File: config.mk
export PLATFORM = sky130hd
export DESIGN_NAME = timer_capture_match
export DESIGN_NICKNAME = d
export VERILOG_FILES = /design/src/timer_capture_match.v
export VERILOG_INCLUDE_DIRS = /design/src
export SDC_FILE = /design/constraint.sdc
export NUM_CORES = 1
export LEC_CHECK = 0
export ABC_AREA = 1
export BUFFER_PORTS_ARGS = -buffer_cell sky130_fd_sc_hd__buf_2
export CAP_MARGIN = 20
export CORE_AREA = 2 2 162 164
export CTS_CLUSTER_DIAMETER = 40
export DETAILED_ROUTE_END_ITERATION = 6
export DIE_AREA = 0 0 164 166
export GPL_ROUTABILITY_DRIVEN = 0
export PLACE_DENSITY = 0.82
export REMOVE_ABC_BUFFERS = 1
export SYNTH_ARGS = -nofsm -noshare
export SYNTH_HDL_FRONTEND = slang
export SYNTH_SLANG_ARGS = --single-unit
File: constraint.sdc
create_clock -name i_clk -period 7.5 [get_ports i_clk]
set_input_delay 0.375 -clock i_clk [delete_from_list [all_inputs] [get_ports i_clk]]
set_output_delay 0.375 -clock i_clk [all_outputs]
set_load 0.02 [all_outputs]
File: src/timer_capture_match_map.vh
`ifndef TIMER_CAPTURE_MATCH_MAP_VH
`define TIMER_CAPTURE_MATCH_MAP_VH
// Count source select
`define TCM_MODE_TIMER      1'b0
`define TCM_MODE_EVENT      1'b1
// Match output actions, two bits per channel
`define TCM_ACT_NONE        2'b00
`define TCM_ACT_LOW         2'b01
`define TCM_ACT_HIGH        2'b10
`define TCM_ACT_TOGGLE      2'b11
// Field positions inside the three-bit per-channel match control field
`define TCM_MC_IRQ_BIT      0
`define TCM_MC_RESET_BIT    1
`define TCM_MC_STOP_BIT     2
// Reset values
`define TCM_COUNT_RST       32'h0000_0000
`define TCM_PRESC_RST       32'h0000_0000
`endif

File: src/timer_capture_match.v
`timescale 1ns/1ps
`default_nettype none
`include "timer_capture_match_map.vh"
// How it works
// - A 32-bit counter advances once per prescaled period of the selected count source.
// - Software chooses between counting clock cycles and counting external clock edges.
// - In event mode exactly one capture input, chosen by an index, is the count clock.
// - The other capture inputs keep working as capture channels while one is the count clock.
// - Four capture channels copy the count on a chosen input transition and may raise an interrupt.
// - A continuous match lets counting proceed and may raise an interrupt.
// - A stop match halts the counter and may raise an interrupt.
// - A reset match returns the counter to zero and may raise an interrupt.
// - Four match outputs go low, high, toggle or stay on a match, per a two-bit setting.
module timer_capture_match #(
    parameter CW = 32,                           // Counter width
    parameter NCH = 4                            // Match and capture channels
) (
    input  wire             i_clk,               // Clock, 25 MHz
    input  wire             i_sys_rst,           // Async reset, active high
    input  wire             i_enable,            // Counter enable
    input  wire             i_count_clear,       // Hold counter and prescaler at zero
    input  wire             i_mode,              // 0 timer, 1 event counter
    input  wire [1:0]       i_event_sel,         // Capture input used as count clock
    input  wire [1:0]       i_event_edge,        // Bit0 rising, bit1 falling counts
    input  wire [CW-1:0]    i_presc_limit,       // Prescaler limit
    input  wire [CW*NCH-1:0] i_match_val,        // Match values, channel 0 lowest
    input  wire [3*NCH-1:0] i_match_ctrl,        // Per channel: stop, reset, irq
    input  wire [2*NCH-1:0] i_match_act,         // Per channel output action
    input  wire [2*NCH-1:0] i_cap_edge,          // Per channel: bit0 rise, bit1 fall
    input  wire [NCH-1:0]   i_cap_irq_en,        // Capture interrupt enables
    input  wire [NCH-1:0]   i_capture_input,     // Capture pins, asynchronous
    input  wire [2*NCH-1:0] i_flag_clear,        // Clear pulses: match low, capture high
    output reg  [CW-1:0]    o_count,             // Counter value
    output reg  [CW-1:0]    o_presc,             // Prescaler value
    output reg  [CW*NCH-1:0] o_cap_val,          // Capture registers
    output reg  [NCH-1:0]   o_match_out,         // External match outputs
    output reg  [2*NCH-1:0] o_flags,             // Sticky flags: match low, capture high
    output wire             o_irq                // Interrupt request
);
    // Capture pin pipeline: two synchroniser stages and one history stage
    reg  [NCH-1:0]     sync1_q;               // First stage, may be metastable
    reg  [NCH-1:0]     sync2_q;               // Second stage, safe to decode
    reg  [NCH-1:0]     prev_q;                // Last cycle's settled level

    // Count state beside the output registers
    reg                stopped_q;             // Halted by a stop match
    reg  [CW-1:0]      count_d;               // Next counter value
    reg  [CW-1:0]      presc_d;               // Next prescaler value
    reg                stopped_d;             // Next halted state

    // Decoded events of the current cycle
    reg                src_tick;              // One tick of the count source
    reg                run_tick;              // Tick that the counter may use
    reg                at_limit;              // Prescaler sits at its limit
    reg                step;                  // Counter advances this edge
    reg  [NCH-1:0]     match_hit;             // Match seen on this step
    reg  [NCH-1:0]     cap_hit;               // Capture edge seen
    reg                do_reset;              // Some reset match fired
    reg                do_stop;               // Some stop match fired
    reg  [2*NCH-1:0]   irq_en;                // Flag enables in flag order
    reg  [NCH-1:0]     match_out_d;           // Next match pin levels
    reg  [2*NCH-1:0]   flags_d;               // Next sticky flags

    // Each loop index belongs to one process only, so no variable has two drivers
    integer            km;                    // Match decode index
    integer            kc;                    // Capture decode index
    integer            ki;                    // Interrupt enable index
    integer            ko;                    // Match output index
    integer            kv;                    // Capture register index

    // Edge test against a two-bit rise/fall select; shared by event and capture decode
    function edge_seen;
        input       now;
        input       was;
        input [1:0] sel;
        begin
            edge_seen = (sel[0] & now & ~was) | (sel[1] & ~now & was);
        end
    endfunction

    // Pin level after a match, from the two-bit action code
    function match_level;
        input       cur;
        input [1:0] act;
        begin
            case (act)
                `TCM_ACT_LOW:    match_level = 1'b0;
                `TCM_ACT_HIGH:   match_level = 1'b1;
                `TCM_ACT_TOGGLE: match_level = ~cur;
                default:         match_level = cur;
            endcase
        end
    endfunction

    // Two-flop synchroniser; only stage two feeds the history stage and the decode
    always @(posedge i_clk or posedge i_sys_rst) begin
        if (i_sys_rst) begin
            sync1_q <= {NCH{1'b0}};
            sync2_q <= {NCH{1'b0}};
            prev_q  <= {NCH{1'b0}};
        end else begin
            sync1_q <= i_capture_input;
            sync2_q <= sync1_q;
            prev_q  <= sync2_q;
        end
    end

    // Count source; the pin is sampled at full rate, so the outside clock must be slow enough
    // Limitation: a level shorter than the sampling can resolve is simply not counted
    always @* begin
        if (i_mode == `TCM_MODE_TIMER)
            src_tick = 1'b1;
        else
            src_tick = edge_seen(sync2_q[i_event_sel], prev_q[i_event_sel], i_event_edge);
        run_tick = i_enable & ~stopped_q & src_tick;
        at_limit = (o_presc == i_presc_limit);
        step     = run_tick & at_limit;
    end

    // Match decode; comparing only on a step keeps a held equal count from firing again
    always @* begin
        do_reset = 1'b0;
        do_stop  = 1'b0;
        for (km = 0; km < NCH; km = km + 1) begin
            match_hit[km] = step & (o_count == i_match_val[km*CW +: CW]);
            do_reset      = do_reset | (match_hit[km] & i_match_ctrl[3*km+`TCM_MC_RESET_BIT]);
            do_stop       = do_stop  | (match_hit[km] & i_match_ctrl[3*km+`TCM_MC_STOP_BIT]);
        end
    end

    // Capture decode; the pin that clocks the counter still captures if its edge select asks for it
    always @* begin
        for (kc = 0; kc < NCH; kc = kc + 1) begin
            cap_hit[kc] = edge_seen(sync2_q[kc], prev_q[kc], i_cap_edge[2*kc +: 2]);
        end
    end

    // Interrupt enables in flag order: match channels low, capture channels high
    always @* begin
        for (ki = 0; ki < NCH; ki = ki + 1) begin
            irq_en[ki]     = i_match_ctrl[3*ki+`TCM_MC_IRQ_BIT];
            irq_en[NCH+ki] = i_cap_irq_en[ki];
        end
    end

    // Next prescaler and counter; a clear outranks counting, and a reset match zeroes the count even when a stop also fires and halts it
    always @* begin
        count_d   = o_count;
        presc_d   = o_presc;
        stopped_d = stopped_q;
        if (i_count_clear) begin
            count_d   = `TCM_COUNT_RST;
            presc_d   = `TCM_PRESC_RST;
            stopped_d = 1'b0;
        end else if (run_tick) begin
            if (at_limit) begin
                presc_d = `TCM_PRESC_RST;
                if (do_reset)
                    count_d = `TCM_COUNT_RST;
                else if (!do_stop)
                    count_d = o_count + 1'b1;
                stopped_d = do_stop;
            end else begin
                presc_d = o_presc + 1'b1;
            end
        end else if (!i_enable) begin
            // Dropping the enable releases a stop, so software restarts without a clear
            stopped_d = 1'b0;
        end
    end

    // Counter registers; all state starts at zero
    always @(posedge i_clk or posedge i_sys_rst) begin
        if (i_sys_rst) begin
            o_count   <= `TCM_COUNT_RST;
            o_presc   <= `TCM_PRESC_RST;
            stopped_q <= 1'b0;
        end else begin
            o_count   <= count_d;
            o_presc   <= presc_d;
            stopped_q <= stopped_d;
        end
    end

    // Next match pin levels; a pin keeps its level unless its own channel matches
    always @* begin
        for (ko = 0; ko < NCH; ko = ko + 1) begin
            if (match_hit[ko])
                match_out_d[ko] = match_level(o_match_out[ko], i_match_act[2*ko +: 2]);
            else
                match_out_d[ko] = o_match_out[ko];
        end
    end

    // Next sticky flags; an event in the same cycle as its clear wins, so no event is lost
    always @* begin
        flags_d = (o_flags & ~i_flag_clear) | {cap_hit, match_hit};
    end

    // Capture registers take the count as it stands before this edge's step
    always @(posedge i_clk or posedge i_sys_rst) begin
        if (i_sys_rst) begin
            o_cap_val <= {CW*NCH{1'b0}};
        end else begin
            for (kv = 0; kv < NCH; kv = kv + 1) begin
                if (cap_hit[kv])
                    o_cap_val[kv*CW +: CW] <= o_count;
            end
        end
    end

    // Match pins and flags; the pins start low and the flags clear
    always @(posedge i_clk or posedge i_sys_rst) begin
        if (i_sys_rst) begin
            o_match_out <= {NCH{1'b0}};
            o_flags     <= {2*NCH{1'b0}};
        end else begin
            o_match_out <= match_out_d;
            o_flags     <= flags_d;
        end
    end

    // Request stays up while any enabled flag is set; software clears the flag to drop it
    assign o_irq = |(o_flags & irq_en);

endmodule // timer_capture_match
`default_nettype wire

==> impl_metrics.yaml <==
run_status:
  violations: "design-rule violations"
  status: "complete, but fails checks"
grt:
  grt_pass1_wl_mm: 64.5
  grt_pass1_vias: 12300
  antenna_found_initial: 3
  grt_max_degree: 113
  overflow: 0
  track_usage_pct: 30.2
sta:
  setup_viol_count_final: 0
  skew_ns: 0.0146
  fmaxAchievable_ghz: 0.300
  fin_crit_ns: 3.33
  timing.setup.tns_ns: 0
  worst_pin_slew_ns: 1.08
  period_share_pct: 44.4
  drv_slew: 0
  hold_violations: 0
  relSlewSlack_pct: 27.5
  setup_slack_ns: 4.17
  rsz0062_at_grt: "no"
routing:
  dr.pass1.iters: 7
  vias: 12400
  ant_nets: 0
  routedWlPerCell_um: 17.8
  drtIter0Drc: 1026
  routed_wl_mm: 41.3
  viasPerCell: 5.34
  drc: 15
placed_design:
  pre_cts_slack_ns: 4.24
  dp_hpwl_mm: 29.8
  place_area_um2: 14300
  portBuffers: 417
  dpl.cell_count: 2254
synth:
  syn_area_per_cell_um2: 7.71
  yosysSeqAreaShare_pct: 44.7
  ys_seq_elements: 217
  synth_area_um2: 12100
  syn_inst: 1575
  async_flop_share_pct: 100
  synth_top_area_share_pct: 44.7
  yosys_most_used_dff: "dfrtp_1"
  synthTopCellsByArea: "dfrtp_1 (45%), nand2_1 (16%), xnor2_1 (5.8%)"
  yosysTopAreaCell: "dfrtp_1"
  yosys_warnings: 0
  synth_edf_count: 0
  synth_cell_type_count: 45
power_and_ir_drop:
  p_leak_nw: 8.41
  power.total_w: 0.00308
  power_density_nw_per_um2: 198
  irDropWorstVdd_v: 0.000122
floorplan:
  start_util_pct: 47.4
  dieArea_um2: 27200
  core-area_um2: 25600
  pin_count: 418
  row_count: 59
  fp.dieW_um: 164
  die-height_um: 166
final_layout:
  layout.nets: 2175
  final_area_um2: 15600
  stdcell_count: 2324
  layout-drive-gt1-share_pct: 26.2
  area_growth_pct: 28.2
critical_path:
  critPathLaunchType: "flop"
  critPathCaptureType: "flop"
  path_cells: "inv_2 -> or2_2 -> nand2_1 -> nor2_1 -> nand2_1 -> nor2_1 -> nand2_1 -> nor2_2 -> nand3_2 -> nand2_1 -> nor2_4 -> nand2_4 -> nand3_1 -> nand2_1"
  cp_max_fo: 48
  critPathBufInv: 1
  crit_required_ns: 7.87
  critPathKind: "reg -> reg"
  critPathArrivalTime_ns: 3.71
  cp_common_cell: "nand2_1"
  critical_path.slowest_cell: "nor2_4"
  crit_family: "simple AND/OR/NAND/NOR gates"
  cp_slowest_stage_delay_ns: 0.82
run:
  drv_cap: 0
clocking:
  htreeDepth: 2
  clk_latency_ns: 0.50
  cts_sinks: 217
  path_clk_slew_ns: 0.06
  cts_buffers: 35
  post_cts_buffers: 0
  cts_root_buf: "clkbuf_16"
  cts_tree: "done"
  clk_path_buf_depth: 3
worst_hold_path:
  min_path_type: "in -> async"
worst register-to-register path: stages, from the launching register on:
cell and delay [ns]:
dfrtp_1 0.64, inv_2 0.20, or2_2 0.32, nand2_1 0.08, nor2_1 0.04, nand2_1 0.06
nor2_1 0.08, nand2_1 0.15, nor2_2 0.09, nand3_2 0.09, nand2_1 0.09, nor2_4 0.82
nand2_4 0.31, nand3_1 0.19, nand2_1 0.06
layout by cell type (no fill, tap or decap), types with 4 or more instances in the layout:
master	Yosys	routed
clkinvlp_4	0	5
clkbuf_1	28	4
bufinv_16	0	4
and3_1	4	4
dlygate4sd3_1	0	4
xor2_1	78	78
nor4_1	15	15
clkbuf_16	0	37
inv_1	120	118
nor2_1	125	125
dfrtp_1	217	217
nand2_2	1	5
o21ai_0	92	92
nor3_1	31	31
or2_2	7	7
inv_2	10	11
nand3_1	47	47
buf_2	38	417
xnor2_1	80	80
nand4_1	77	77
buf_4	8	8
a21oi_1	27	27
nand2_1	525	521
what timing repair did:
action                                 CTS  global route
resized for setup                        0             0
hold buffers                             4             0
endpoints found under the hold margin    4             0
stage by stage:
| step | utilization, % | hold WS, ns |
|---|---|---|
| global route | 60.7 | 0.0450 |
| floorplan | - | 0.331 |
| finish | 60.7 | 0.0122 |
| CTS | 60.7 | 0.0368 |
| global placement | 55.8 | 0.336 |
| detailed placement | 55.8 | 0.340 |
layout make-up:
type / count / area, µm²
Fill cell: 2275 / 10100
Antenna cell: 3 / 7.51
Inverter: 131 / 502
Tap cell: 335 / 419
Sequential cell: 217 / 5430
Clock buffer: 44 / 982
Clock inverter: 19 / 239
Timing Repair Buffer: 429 / 2190
Multi-Input combinational cell: 1146 / 5790
registers in the layout (all words and copies together), names as in the netlist:
register,cells
o_cap_val,128
o_count,32
o_flags,8
o_match_out,4
o_presc,32
prev_q,4
stopped_q,1
sync1_q,4
sync2_q,4
where the power goes:
group	internal, W	leakage (nW)	switching, W
sequential	0.00118	2.98	0.00000567
combinational	0.0000844	4.84	0.000146
clock	0.00108	0.585	0.000592
total	0.00234	8.41	0.000744
logic make-up after synthesis:
| group | count (synthesis) | synth area share (%) |
|---|---|---|
| and+or+nand+nor | 850 | 30.0 |
| xor gates and xnor gates | 158 | 11.4 |
| AOI/OAI and AO/OA | 136 | 6.03 |
| adders and majority gates | 2 | 0.206 |
| buffers and inverters | 212 | 7.60 |
| DFF | 217 | 44.7 |
cell usage after synthesis (2+ instances only):
cell type  count
buf_2         38
ha_1           2
buf_6          6
nand3_1       47
nor2_4         3
nand3_2        2
or2_0          2
or2_2          7
a211oi_1       2
nor2_2         3
nand4_1       77
nor2b_1        2
a31oi_1        2
dfrtp_1      217
inv_2         10
xor2_1        78
clkbuf_1      28
nand2_1      525
a21oi_1       27
o32a_1         2
inv_1        120
nor4_1        15
nor3_1        31
o21ai_0       92
buf_4          8
xnor2_1       80
nor2_1       125
o22ai_1        3
a221oi_1       2
and3_1         4
layer usage:
layer,track usage [%],wire [µm]
met1,35.8,16100
met2,50.5,19700
met3,6.89,3360
met4,16.5,2140
met5,0,0
final timing paths:
kind	slack [ns]	start	end	cells past startpoint
max reg2reg	4.17	o_count[7]	o_count[27]	14
max	4.17	o_count[7]	o_count[27]	14
min reg2reg	0.35	sync1_q[3]	sync2_q[3]	0
min	0.01	i_sys_rst	o_cap_val[39]	2
min in group i_clk	0.06	i_flag_clear[4]	o_flags[4]	2
max in group asynchronous	6.24	i_sys_rst	o_cap_val[89]	3
No activity file was read; power rests on OpenSTA's default activity.
